**config.mk**
```make
export PLATFORM = sky130hd
export DESIGN_NAME = omm_ctrl
export DESIGN_NICKNAME = d
export VERILOG_FILES = /design/src/omm_pkg.sv /design/src/omm_mem_if.sv /design/src/omm_sync.sv /design/src/omm_mem.sv /design/src/omm_ctrl.sv
export SDC_FILE = /design/constraint.sdc
export NUM_CORES = 2
export LEC_CHECK = 0
export BUFFER_PORTS_ARGS = -buffer_cell sky130_fd_sc_hd__buf_2
export CORE_ASPECT_RATIO = 2
export CORE_MARGIN = 2
export CORE_UTILIZATION = 58
export DETAILED_ROUTE_END_ITERATION = 6
export PLACE_DENSITY = 0.83
export SLEW_MARGIN = 20
export SYNTH_ARGS = -nofsm -noshare
export SYNTH_HDL_FRONTEND = slang
export SYNTH_SLANG_ARGS = --single-unit
```
**constraint.sdc**
```tcl
create_clock -name i_ref_clk -period 3 [get_ports i_ref_clk]
set_input_delay 0.45 -clock i_ref_clk [delete_from_list [all_inputs] [get_ports i_ref_clk]]
set_output_delay 0.45 -clock i_ref_clk [all_outputs]
set_load 0.02 [all_outputs]
```
**src/omm_pkg.sv**
```systemverilog
// How it works
// - serial port answers only while select low
// - interrupt low while any condition is flagged
// - laser off while off request asserted
// - laser off within 100 ms of request
// - laser on within 100 ms of release
// - standby while power-down input high
// - power-down falling edge fully resets block
// - module-absent output tied low
// - signal-lost output high without input signal
// - writes sampled on rising clock, unprotected only
// - read data changes on falling clock edges
// - data line is two-way open drain
// - memory is individually addressed 8-bit words
// - random and sequential access from 000h
// - live readings readable over serial port
// - alarm and warning flags on range excursion
`default_nettype none
package omm_pkg;
  // ----------------------------------------------------------------
  // timing
  // ----------------------------------------------------------------
  localparam int CLK_MHZ       = 100;
  localparam int TX_OFF_MS     = 100;
  localparam int TX_ON_MS      = 100;
  localparam int TX_OFF_CYCLES = TX_OFF_MS * CLK_MHZ * 1000;
  localparam int TX_ON_CYCLES  = TX_ON_MS * CLK_MHZ * 1000;
  localparam int CNT_W         = 24;
  // ----------------------------------------------------------------
  // memory map
  // ----------------------------------------------------------------
  localparam int         NPARAM       = 5;
  localparam logic [6:0] A_HI_ALARM   = 7'h00;
  localparam logic [6:0] A_LO_ALARM   = 7'h05;
  localparam logic [6:0] A_HI_WARN    = 7'h0A;
  localparam logic [6:0] A_LO_WARN    = 7'h0F;
  localparam logic [6:0] A_LIMIT_END  = 7'h14;
  localparam logic [6:0] A_READING    = 7'h20;
  localparam logic [6:0] A_READ_END   = 7'h25;
  localparam logic [6:0] A_FLAGS      = 7'h28;
  localparam logic [6:0] A_FLAGS_END  = 7'h2C;
  localparam logic [6:0] A_STATUS     = 7'h2C;
  localparam logic [6:0] A_USER       = 7'h40;
  localparam logic [6:0] DEV_ADDR_DEF = 7'h50;
  localparam logic [3:0] BITS_BYTE    = 4'h8;
  // ----------------------------------------------------------------
  // factory limits, one byte per monitored value
  // ----------------------------------------------------------------
  localparam logic [4:0][7:0] HI_ALARM = {5{8'hF0}};
  localparam logic [4:0][7:0] LO_ALARM = {5{8'h10}};
  localparam logic [4:0][7:0] HI_WARN  = {5{8'hE0}};
  localparam logic [4:0][7:0] LO_WARN  = {5{8'h20}};
  // ----------------------------------------------------------------
  // serial port states
  // ----------------------------------------------------------------
  typedef enum logic [3:0] {
    S_IDLE, S_DEV, S_ACK_DEV, S_REG, S_ACK_REG,
    S_WR, S_ACK_WR, S_READ, S_MACK
  } omm_i2c_st_t;
endpackage
`default_nettype wire

```
**src/omm_mem_if.sv**
```systemverilog
`timescale 1ns/1ps
`default_nettype none
interface omm_mem_if;
  logic [6:0] addr;
  logic [7:0] wdata;
  logic       we;
  logic [7:0] rdata;
  modport ctrl (output addr, output wdata, output we, input rdata);
  modport mem  (input addr, input wdata, input we, output rdata);
endinterface
`default_nettype wire

```
**src/omm_sync.sv**
```systemverilog
`timescale 1ns/1ps
`default_nettype none
module omm_sync #(
  parameter int W = 6
) (
  input  wire logic         i_ref_clk,
  input  wire logic         i_resetn,
  input  wire logic [W-1:0] i_async,
  output logic      [W-1:0] o_sync
);
  typedef struct packed {
    logic [W-1:0] s1;
    logic [W-1:0] s2;
  } omm_sync_t;
  omm_sync_t s_r;
  omm_sync_t s_nxt;
  always_comb begin
    s_nxt    = s_r;
    s_nxt.s1 = i_async;
    s_nxt.s2 = s_r.s1;
  end
  always_ff @(posedge i_ref_clk) begin
    if (!i_resetn) begin
      s_r <= '0;
    end else begin
      s_r <= s_nxt;
    end
  end
  assign o_sync = s_r.s2;
endmodule // omm_sync
`default_nettype wire

```
**src/omm_mem.sv**
```systemverilog
`timescale 1ns/1ps
`default_nettype none
module omm_mem
  import omm_pkg::*;
(
  input  wire logic i_ref_clk,
  input  wire logic i_resetn,
  omm_mem_if.mem    bus
);
  typedef struct packed {
    logic [63:0][7:0] mem;
  } omm_mem_t;
  omm_mem_t s_r;
  omm_mem_t s_nxt;
  // ----------------------------------------------------------------
  // user area, protected space below it
  // ----------------------------------------------------------------
  always_comb begin
    s_nxt = s_r;
    if (bus.we && (bus.addr >= A_USER)) begin
      s_nxt.mem[bus.addr[5:0]] = bus.wdata;
    end
  end
  always_ff @(posedge i_ref_clk) begin
    if (!i_resetn) begin
      s_r <= '0;
    end else begin
      s_r <= s_nxt;
    end
  end
  assign bus.rdata = s_r.mem[bus.addr[5:0]];
endmodule // omm_mem
`default_nettype wire

```
**src/omm_ctrl.sv**
```systemverilog
`timescale 1ns/1ps
`default_nettype none
module omm_ctrl
  import omm_pkg::*;
#(
  parameter int         P_TX_OFF_CYCLES = TX_OFF_CYCLES,
  parameter int         P_TX_ON_CYCLES  = TX_ON_CYCLES / 2,
  parameter logic [6:0] P_DEV_ADDR      = DEV_ADDR_DEF
) (
  input  wire logic       i_ref_clk,
  input  wire logic       i_resetn,
  input  wire logic       i_select_n,
  input  wire logic       i_laser_off_request,
  input  wire logic       i_power_down,
  input  wire logic       i_signal_lost,
  input  wire logic       i_scl,
  input  wire logic       i_sda,
  input  wire logic [7:0] i_temperature,
  input  wire logic [7:0] i_laser_bias,
  input  wire logic [7:0] i_tx_power,
  input  wire logic [7:0] i_rx_power,
  input  wire logic [7:0] i_supply_voltage,
  output logic            o_sda,
  output logic            o_sda_oe_n,
  output logic            o_interrupt_n,
  output logic            o_module_absent,
  output logic            o_not_ready_flag,
  output logic            o_receive_signal_lost,
  output logic            o_laser_enable,
  output logic            o_standby
);
  // ----------------------------------------------------------------
  // state
  // ----------------------------------------------------------------
  typedef struct packed {
    omm_i2c_st_t      st;
    logic [3:0]       bitcnt;
    logic [7:0]       shreg;
    logic [7:0]       tx;
    logic [6:0]       ptr;
    logic             rw;
    logic             drive;
    logic             we;
    logic [7:0]       wdata;
    logic             scl_q;
    logic             sda_q;
    logic             pd_q;
    logic             laser_en;
    logic [CNT_W-1:0] cnt;
    logic [4:0][7:0]  rd;
    logic [3:0][4:0]  flags;
    logic             lost;
    logic             irq_n;
    logic             nready;
    logic             standby;
  } omm_ctrl_t;

  omm_ctrl_t  s_r;
  omm_ctrl_t  s_nxt;
  logic [5:0] sy;
  logic       scl;
  logic       sda;
  logic       sel_n;
  logic       off_req;
  logic       pd;
  logic       lost_in;
  logic       pd_fall;
  logic       rst_int_n;
  logic [4:0] f_hi_alarm;
  logic [4:0] f_lo_alarm;
  logic [4:0] f_hi_warn;
  logic [4:0] f_lo_warn;
  logic [7:0] rdb;
  logic       rise;
  logic       fall;
  logic       start;
  logic       stop;

  omm_mem_if mbus ();

  // ----------------------------------------------------------------
  // pin synchronisers
  // ----------------------------------------------------------------
  omm_sync #(
    .W(6)
  ) u_sync (
    .i_ref_clk (i_ref_clk),
    .i_resetn  (i_resetn),
    .i_async   ({i_signal_lost, i_power_down, i_laser_off_request,
                 i_select_n, i_sda, i_scl}),
    .o_sync    (sy)
  );
  assign scl     = sy[0];
  assign sda     = sy[1];
  assign sel_n   = sy[2];
  assign off_req = sy[3];
  assign pd      = sy[4];
  assign lost_in = sy[5];

  // ----------------------------------------------------------------
  // power-down edge reset
  // ----------------------------------------------------------------
  assign pd_fall   = s_r.pd_q & ~pd;
  assign rst_int_n = i_resetn & ~pd_fall;

  // ----------------------------------------------------------------
  // management memory
  // ----------------------------------------------------------------
  assign mbus.addr  = s_r.ptr;
  assign mbus.wdata = s_r.wdata;
  assign mbus.we    = s_r.we;

  omm_mem u_mem (
    .i_ref_clk (i_ref_clk),
    .i_resetn  (rst_int_n),
    .bus       (mbus.mem)
  );

  // ----------------------------------------------------------------
  // range checks per monitored value
  // ----------------------------------------------------------------
  genvar p;
  generate
    for (p = 0; p < NPARAM; p++) begin : g_chk
      assign f_hi_alarm[p] = s_r.rd[p] > HI_ALARM[p];
      assign f_lo_alarm[p] = s_r.rd[p] < LO_ALARM[p];
      assign f_hi_warn[p]  = s_r.rd[p] > HI_WARN[p];
      assign f_lo_warn[p]  = s_r.rd[p] < LO_WARN[p];
    end
  endgenerate

  // ----------------------------------------------------------------
  // read data selection
  // ----------------------------------------------------------------
  always_comb begin
    rdb = 8'h00;
    if (s_r.ptr < A_LO_ALARM) begin
      rdb = HI_ALARM[3'(s_r.ptr - A_HI_ALARM)];
    end else if (s_r.ptr < A_HI_WARN) begin
      rdb = LO_ALARM[3'(s_r.ptr - A_LO_ALARM)];
    end else if (s_r.ptr < A_LO_WARN) begin
      rdb = HI_WARN[3'(s_r.ptr - A_HI_WARN)];
    end else if (s_r.ptr < A_LIMIT_END) begin
      rdb = LO_WARN[3'(s_r.ptr - A_LO_WARN)];
    end else if (s_r.ptr >= A_READING && s_r.ptr < A_READ_END) begin
      rdb = s_r.rd[3'(s_r.ptr - A_READING)];
    end else if (s_r.ptr >= A_FLAGS && s_r.ptr < A_FLAGS_END) begin
      rdb = {3'h0, s_r.flags[2'(s_r.ptr - A_FLAGS)]};
    end else if (s_r.ptr == A_STATUS) begin
      rdb = {5'h00, ~s_r.laser_en, s_r.nready, s_r.lost};
    end else if (s_r.ptr >= A_USER) begin
      rdb = mbus.rdata;
    end
  end

  // ----------------------------------------------------------------
  // bus events
  // ----------------------------------------------------------------
  assign rise  = scl & ~s_r.scl_q;
  assign fall  = ~scl & s_r.scl_q;
  assign start = scl & s_r.scl_q & s_r.sda_q & ~sda;
  assign stop  = scl & s_r.scl_q & ~s_r.sda_q & sda;

  // ----------------------------------------------------------------
  // next state
  // ----------------------------------------------------------------
  always_comb begin
    s_nxt       = s_r;
    s_nxt.we    = 1'b0;
    s_nxt.scl_q = scl;
    s_nxt.sda_q = sda;
    s_nxt.pd_q  = pd;
    if (sel_n || stop) begin
      s_nxt.st    = S_IDLE;
      s_nxt.drive = 1'b0;
    end else if (start) begin
      s_nxt.st     = S_DEV;
      s_nxt.bitcnt = 4'h0;
      s_nxt.drive  = 1'b0;
    end else if (rise) begin
      case (s_r.st)
        S_DEV, S_REG, S_WR: begin
          s_nxt.shreg  = {s_r.shreg[6:0], sda};
          s_nxt.bitcnt = s_r.bitcnt + 4'h1;
        end

        S_READ: begin
          s_nxt.bitcnt = s_r.bitcnt + 4'h1;
        end

        S_MACK: begin
          s_nxt.ptr = s_r.ptr + 7'h01;
          if (sda) begin
            s_nxt.st = S_IDLE;
          end
        end
        default: begin
          s_nxt.st = s_r.st;
        end
      endcase
    end else if (fall) begin
      case (s_r.st)
        S_DEV: begin
          if (s_r.bitcnt == BITS_BYTE) begin
            if (s_r.shreg[7:1] == P_DEV_ADDR) begin
              s_nxt.st    = S_ACK_DEV;
              s_nxt.rw    = s_r.shreg[0];
              s_nxt.drive = 1'b1;
            end else begin
              s_nxt.st = S_IDLE;
            end
          end
        end

        S_ACK_DEV: begin
          s_nxt.bitcnt = 4'h0;
          if (s_r.rw) begin
            s_nxt.st    = S_READ;
            s_nxt.tx    = rdb;
            s_nxt.drive = ~rdb[7];
          end else begin
            s_nxt.st    = S_REG;
            s_nxt.drive = 1'b0;
          end
        end

        S_REG: begin
          if (s_r.bitcnt == BITS_BYTE) begin
            s_nxt.ptr   = s_r.shreg[6:0];
            s_nxt.drive = 1'b1;
            s_nxt.st    = S_ACK_REG;
          end
        end

        S_ACK_REG: begin
          s_nxt.drive  = 1'b0;
          s_nxt.bitcnt = 4'h0;
          s_nxt.st     = S_WR;
        end

        S_WR: begin
          if (s_r.bitcnt == BITS_BYTE) begin
            s_nxt.we    = 1'b1;
            s_nxt.wdata = s_r.shreg;
            s_nxt.drive = 1'b1;
            s_nxt.st    = S_ACK_WR;
          end
        end

        S_ACK_WR: begin
          s_nxt.drive  = 1'b0;
          s_nxt.bitcnt = 4'h0;
          s_nxt.ptr    = s_r.ptr + 7'h01;
          s_nxt.st     = S_WR;
        end

        S_READ: begin
          if (s_r.bitcnt == BITS_BYTE) begin
            s_nxt.drive = 1'b0;
            s_nxt.st    = S_MACK;
          end else begin
            s_nxt.tx    = {s_r.tx[6:0], 1'b0};
            s_nxt.drive = ~s_r.tx[6];
          end
        end

        S_MACK: begin
          s_nxt.st     = S_READ;
          s_nxt.bitcnt = 4'h0;
          s_nxt.tx     = rdb;
          s_nxt.drive  = ~rdb[7];
        end
        default: begin
          s_nxt.drive = 1'b0;
        end
      endcase
    end

    // ----------------------------------------------------------------
    // laser control
    // ----------------------------------------------------------------
    s_nxt.standby = pd;
    if (off_req || pd) begin
      s_nxt.laser_en = 1'b0;
      s_nxt.cnt      = '0;
    end else if (!s_r.laser_en) begin
      if (s_r.cnt == CNT_W'(P_TX_ON_CYCLES - 1)) begin
        s_nxt.laser_en = 1'b1;
      end else begin
        s_nxt.cnt = s_r.cnt + CNT_W'(1);
      end
    end
    s_nxt.nready = pd | (~off_req & ~s_r.laser_en);

    // ----------------------------------------------------------------
    // monitoring
    // ----------------------------------------------------------------
    s_nxt.rd[0]    = i_temperature;
    s_nxt.rd[1]    = i_laser_bias;
    s_nxt.rd[2]    = i_tx_power;
    s_nxt.rd[3]    = i_rx_power;
    s_nxt.rd[4]    = i_supply_voltage;
    s_nxt.flags[0] = f_hi_alarm;
    s_nxt.flags[1] = f_lo_alarm;
    s_nxt.flags[2] = f_hi_warn;
    s_nxt.flags[3] = f_lo_warn;
    s_nxt.lost     = lost_in;
    s_nxt.irq_n    = ~(lost_in | (|s_r.flags));
  end

  // ----------------------------------------------------------------
  // registers
  // ----------------------------------------------------------------
  always_ff @(posedge i_ref_clk) begin
    if (!rst_int_n) begin
      s_r       <= '0;
      s_r.irq_n <= 1'b1;
      s_r.scl_q <= 1'b1;
      s_r.sda_q <= 1'b1;
    end else begin
      s_r <= s_nxt;
    end
  end

  // ----------------------------------------------------------------
  // outputs
  // ----------------------------------------------------------------
  assign o_sda                 = 1'b0;
  assign o_sda_oe_n            = ~s_r.drive;

  // ----------------------------------------------------------------
  // status pins
  // ----------------------------------------------------------------
  assign o_interrupt_n         = s_r.irq_n;
  assign o_module_absent       = 1'b0;
  assign o_not_ready_flag      = s_r.nready;
  assign o_receive_signal_lost = s_r.lost;
  assign o_laser_enable        = s_r.laser_en;
  assign o_standby             = s_r.standby;

endmodule // omm_ctrl
`default_nettype wire

```
Word level (Yosys, flattened, before mapping)
Memories as Yosys holds them, arrays and structs flattened. A register that Yosys moved wholly into a read port is not among the register bits.
Index checks and enable logic that the tools add are counted.

word-level totals
  bits in registers = 656
  ROM bits = 256
  logic and storage cells = 293
  memories = 4

operators by class
  $add $sub $neg = 8
  magnitude comparators = 37
  equal/unequal tests = 31
  muxes and demuxes = 57
  bitwise gates (word level) = 31
  reduce and logical (&&, ||, !) cells = 32

memory list
  memory           words  bits a word  rd ports  clocked after Yosys merged registers in  write ports  RTL line         source
  (no name shown)  8      8            1         0                                        0            omm_ctrl.sv:144  rdb = LO_WARN[3'(s_r.ptr - A_LO_WARN)];
  (no name shown)  8      8            1         0                                        0            omm_ctrl.sv:142  rdb = HI_WARN[3'(s_r.ptr - A_HI_WARN)];
  (no name shown)  8      8            1         0                                        0            omm_ctrl.sv:140  rdb = LO_ALARM[3'(s_r.ptr - A_LO_ALARM)];
  (no name shown)  8      8            1         1                                        0            omm_ctrl.sv:138  rdb = HI_ALARM[3'(s_r.ptr - A_HI_ALARM)];

operator list
  kind                                                         count
  bitwise mux 512 bit                                          1
  2-to-1 mux 8 bit                                             17
  greater-than comparator 8 bit (second input constant)        10
  binary-select mux 8 bit (select 6 bit)                       1
  demux 8 bit (select 6 bit)                                   1
  less-than comparator 8 x 5 -> 1 bit (second input constant)  5
  less-than comparator 8 x 6 -> 1 bit (second input constant)  5
  2-to-1 mux 7 bit                                             5
  2-to-1 mux 4 bit                                             8
  case mux 4 bit (7 select lines)                              1
  2-to-1 mux 25 bit                                            1
  adder 24 x 1 -> 24 bit (second input constant)               1
  binary-select mux 8 bit (select 3 bit)                       1
  equality test 24 x 23 -> 1 bit (second input constant)       1
  2-to-1 mux 24 bit                                            1
  case mux 7 bit (3 select lines)                              1
  less-than comparator 3 x 4 -> 1 bit (second input constant)  5
  OR reduction 20 bit                                          1
  NOT 1 bit                                                    19
  2-to-1 mux 18 bit                                            1
  AND reduction 6 bit                                          3
  equality test 4 x 3 -> 1 bit (second input constant)         4
  != test 4 bit (second input constant)                        4
  AND reduction 8 bit                                          2
  49 further kinds                                             97

Depth between registers and ports, before layout
  depth in word-level cells = 17
  depth in mapped cells = 11
  gate-level depth less buffers = 8

Modules after synthesis
From an unflattened synthesis, not the netlist that was laid out.

second synthesis, totals
  cells, all modules = 3645
  area total of the unflattened synthesis = 30505.5 µm²

modules (own cells, without submodules)
  module    times used  cells an instance  area each (µm²)
  omm_mem   1           2931               24073.1
  omm_ctrl  1           689                6095.8
  omm_sync  1           25                 336.6

Worst setup path before layout
No wires, ideal clock.

  path kind = reg2reg
  start point = reg s_r (netlist bit mbus.addr[1])
  end point = reg s_r[111] in the netlist's numbering
  library setup time = 0.116 ns
  arrival = 1.999 ns
  required time = 2.884 ns
  slack = 0.884 ns
  cell stages (with the launch flop) = 9
  path buffers = 3
  clock period less this slack = 2.116 ns
  path through = dfxtp_1 -> buf_4 -> buf_2 -> buf_2 -> mux4_2 -> mux2_2 -> a221oi_1 -> o21ai_0 -> a31o_2

on the way
  longest elaborated chain between the ends = 12

ends and longest elaborated chain
  what                                    RTL line         source
  from (decl)                             omm_ctrl.sv:58   omm_ctrl_t s_r;
  from (signal assigned)                  omm_ctrl.sv:321  s_r <= s_nxt;
  binary-select mux 8 bit (select 6 bit)  omm_mem.sv:31    assign bus.rdata = s_r.mem[bus.addr[5:0]];
  2-to-1 mux 8 bit (not written as such)  omm_mem.sv:31
  2-to-1 mux 8 bit                        omm_ctrl.sv:151  end else if (s_r.ptr >= A_USER) begin
  2-to-1 mux 8 bit                        omm_ctrl.sv:149  end else if (s_r.ptr == A_STATUS) begin
  2-to-1 mux 8 bit                        omm_ctrl.sv:147  end else if (s_r.ptr >= A_FLAGS && s_r.ptr < A_FLAGS_END) begin
  2-to-1 mux 8 bit                        omm_ctrl.sv:145  end else if (s_r.ptr >= A_READING && s_r.ptr < A_READ_END) begin
  2-to-1 mux 8 bit                        omm_ctrl.sv:143  end else if (s_r.ptr < A_LIMIT_END) begin
  2-to-1 mux 8 bit                        omm_ctrl.sv:141  end else if (s_r.ptr < A_LO_WARN) begin
  2-to-1 mux 8 bit                        omm_ctrl.sv:139  end else if (s_r.ptr < A_HI_WARN) begin
  2-to-1 mux 8 bit *                      omm_ctrl.sv:137  if (s_r.ptr < A_LO_ALARM) begin
  2-to-1 mux 7 bit                        omm_ctrl.sv:217  if (s_r.rw) begin
  case mux 7 bit (3 select lines) *       omm_ctrl.sv:202  case (s_r.st)

Mark *: on every way between the ends. The rest lies on a longest branch, timed or not. The select of a mux whose other input is x is not followed.
A chain may end at the register's enable or synchronous reset.

Worst setup path after layout
  start point = reg s_r (netlist bit mbus.addr[1])
  end point = reg s_r[101] in the netlist's numbering

on the way
  longest elaborated chain between the ends = 13

ends and longest elaborated chain
  what                                    RTL line
  binary-select mux 8 bit (select 6 bit)  omm_mem.sv:31
  2-to-1 mux 8 bit (not written as such)  omm_mem.sv:31
  2-to-1 mux 8 bit                        omm_ctrl.sv:151
  2-to-1 mux 8 bit                        omm_ctrl.sv:149
  2-to-1 mux 8 bit                        omm_ctrl.sv:147
  2-to-1 mux 8 bit                        omm_ctrl.sv:145
  2-to-1 mux 8 bit                        omm_ctrl.sv:143
  2-to-1 mux 8 bit                        omm_ctrl.sv:141
  2-to-1 mux 8 bit                        omm_ctrl.sv:139
  2-to-1 mux 8 bit *                      omm_ctrl.sv:137
  NOT 1 bit *                             omm_ctrl.sv:220, omm_ctrl.sv:271
  2-to-1 mux 1 bit                        omm_ctrl.sv:217
  case mux 1 bit (6 select lines) *       omm_ctrl.sv:202

Marked as above.

==> results.toml <==
[outcome]
outcome = "complete, but fails checks"
violations = "design-rule violations, negative setup slack"

[synth]
synthFlopType = "dfxtp_1"
yosysSeqAreaShare = 0.445
avgSynthCellArea_sq_um = 8.65
ys_warn_count = 0
synthesis.area_sq_um = 29500
synth_area_leaders = "dfxtp_1 (44%), mux2i_1 (8.8%), a21oi_1 (6.4%), o21ai_0 (6.1%), nand2_1 (5.2%)"
postSynthCellCount = 3413
synth.most_common_cell = "dfxtp_1"
ys_types = 86
synthTopCellsByCount = "dfxtp_1 (656), nand2_1 (407), a21oi_1 (379)"
synth_edf_count = 0
async_flop_share = 0
synth-seq-cells = 656
synth_top_area_frac = 0.445
synth_area_leader_cell = "dfxtp_1"

[hold_path]
hp-class = "in2reg"
holdPathEnd = "s_r[54]"
min-delay-start = "i_rx_power[6]"
worstHoldPathCells = 2

[worst_setup_path]
required_ns = 3.49
worst-path-max-fanout = 23
worstPathCellList = "nor2b_2 -> buf_12 -> nand3_1 -> a41oi_1 -> a221oi_1 -> buf_4 -> a211oi_1 -> o21ai_1"
end_kind = "flip-flop"
r2r_setup_slack_ns = -0.03
worst_setup_path_start_kind = "flip-flop"
worstPathArrival_ns = 3.53
reg2reg_to = "s_r[101]"
reg2reg_from = "mbus.addr[1]"
cp_slowest_cell = "dfxtp_4"
crit_type = "reg2reg"
critPathMaxStageDelay_ns = 0.68
ff2ff_path_depth = 8

[run]
timing.max_cap.violations = 0

[sta]
tns_ns = -0.0620
slew_headroom = 0.211
tightest_slew_ns = 1.15
setup_viol = 2
fin_crit_ns = 3.03
rsz0062_at_grt = "false"
hold_slack_ns = 0.0167
fin_crit_sh = 1.01
hold_violations = 0
max_freq_mhz = 330
final_max_slew_viol_count = 0
skew_ns = 0.0302
setup_slack_ns = -0.0323

[floorplanning]
initial_core_util = 0.583
die_w_microns = 164
die_y_microns = 323
die_area_sq_um = 52800
core_area_sq_um = 50700
placementRows = 117
num_io_pins = 56

[placed_design]
place.gp.congestion = 0.981
dp_hpwl_microns = 67600
portBuffers = 53
dp.cells = 3978
place_ws_ns = 0.232

[power_and_ir_drop]
power_density_nw_per_um2 = 513
p_leak_nw = 11.1
vdd_drop_max_v = 0.000593

[drt]
post-route-drc-count = 7
wl_microns = 107000
postRouteAntennaNets = 0
drt_iter0_markers = 4006
routed_via_density = 6.79
vias = 27700
drt-pass1-iter-count = 7
wire_per_inst_microns = 26.2

[grt]
antenna_found_initial = 7
grt_pass1_vias = 26800
grt_overflow_total = 0
grt_pass1_wl_microns = 159000
grt_max_degree = 212
grt.total_usage = 0.396

[cells_and_area]
layout-drive-gt1-share = 0.141
instances_no_fill = 4079
nets = 3437
syn2layout_area_growth_pct = 11.0
fin_util = 0.647

[clocking]
tritoncts = "yes"
htree_levels = 2
clock_path_buffers = 3
cts.sinks = 656
clkSlewWorstSetupHoldPaths_ns = 0.08
cts-hold-fix-buffers = 0
insertion_delay_ns = 0.63
cts_made_buffers = 54
cts-root-buf = "clkbuf_16"
[cell families (layout without fill, tap and decap cells)]
family                   after synthesis  count (layout)  synth area share
AO/OA/AOI/OAI                        997             997             0.198
XOR/XNOR                              25              25           0.00742
AND/OR/NAND/NOR                     1029            1029             0.157
flip-flops                           656             656             0.445
adder cells (fa/ha/maj)               10              10           0.00415
other                                  1               3          0.000127
buffers and inverters                337             347            0.0497
multiplexers                         358             358             0.139
[cell usage in the layout (no fill, tap or decap), types with 28 or more instances in the layout]
master / netlist / final
a21oi_1: 379 / 379
a221oi_1: 77 / 77
a22oi_1: 39 / 39
and2_1: 65 / 65
buf_2: 54 / 53
buf_4: 22 / 144
clkbuf_16: 0 / 56
dfxtp_1: 656 / 645
mux2_2: 65 / 65
mux2i_1: 259 / 259
mux4_2: 34 / 34
nand2_1: 407 / 404
nand3_1: 28 / 28
nor2_1: 352 / 350
o21ai_0: 358 / 357
[per-layer routing]
| layer | track usage | part of all wire | vias to the layer above |
|---|---|---|---|
| li1 | - | - | 12000 |
| met1 | 0.418 | 0.33 | 13000 |
| met2 | 0.625 | 0.46 | 1986 |
| met3 | 0.119 | 0.11 | 720 |
| met4 | 0.374 | 0.11 | 12 |
| met5 | 0 | 0.00078 | - |
[what timing repair did]
item / CTS / global route
endpoints found under the hold margin: 0 / 0
buffers inserted: 0 / 0
resized for setup: 0 / 1
endpoints found under the setup margin: 0 / 1
[worst max path at each step]
stage | from | endpoint | slack [ns] | cells past startpoint
after floorplan | mbus.addr[1] | s_r[111] | 0.88 | 8
after global placement | mbus.addr[1] | s_r[112] | 0.22 | 7
after detailed placement | mbus.addr[1] | s_r[112] | 0.23 | 7
after CTS | mbus.addr[1] | s_r[112] | 0.21 | 7
after global routing | mbus.addr[2] | s_r[114] | 0.003 | 7
final | mbus.addr[1] | s_r[101] | -0.03 | 8
[sequential cells by signal (all words and copies together), names as in the netlist]
register               count
s_r                      111
mbus.we                    1
u_sync.o_sync              6
u_sync.s_nxt               6
u_mem.s_r                512
o_standby                  1
mbus.wdata                 8
o_not_ready_flag           1
o_interrupt_n              1
o_laser_enable             1
o_receive_signal_lost      1
mbus.addr                  7
[report_power, final]
part	internal, mW	total [mW]	switching [mW]
logic	0.124	0.447	0.323
registers	8.76	8.81	0.0556
clock network	4.12	7.54	3.42
total	13.0	16.8	3.80
[final cells by class]
| type | instances | area, sq um |
|---|---|---|
| fill | 3990 | 17900 |
| multi-input combinational | 2421 | 15000 |
| sequential | 656 | 13200 |
| timing repair buffer | 222 | 1850 |
| clock buffer | 73 | 1570 |
| tap | 654 | 818 |
| clock inverter | 27 | 304 |
| inverter | 25 | 93.8 |
| antenna | 1 | 2.50 |
[worst max-delay path: cells and delay by family, from the launching register on]
family                 cells  cell delay (ns)
buffers and inverters      2             0.48
AOI/OAI and AO/OA          4             1.30
DFF                        1             0.68
and+or+nand+nor            2             0.41
[through the flow]
stage	power, mW	instance area [sq um]
after floorplan	9.27	29500
after global placement	9.43	30900
after detailed placement	9.43	30900
after CTS	16.8	32700
after global routing	17.1	32800
final	16.8	32800
Note: power is estimated with default switching activity, not from simulation.
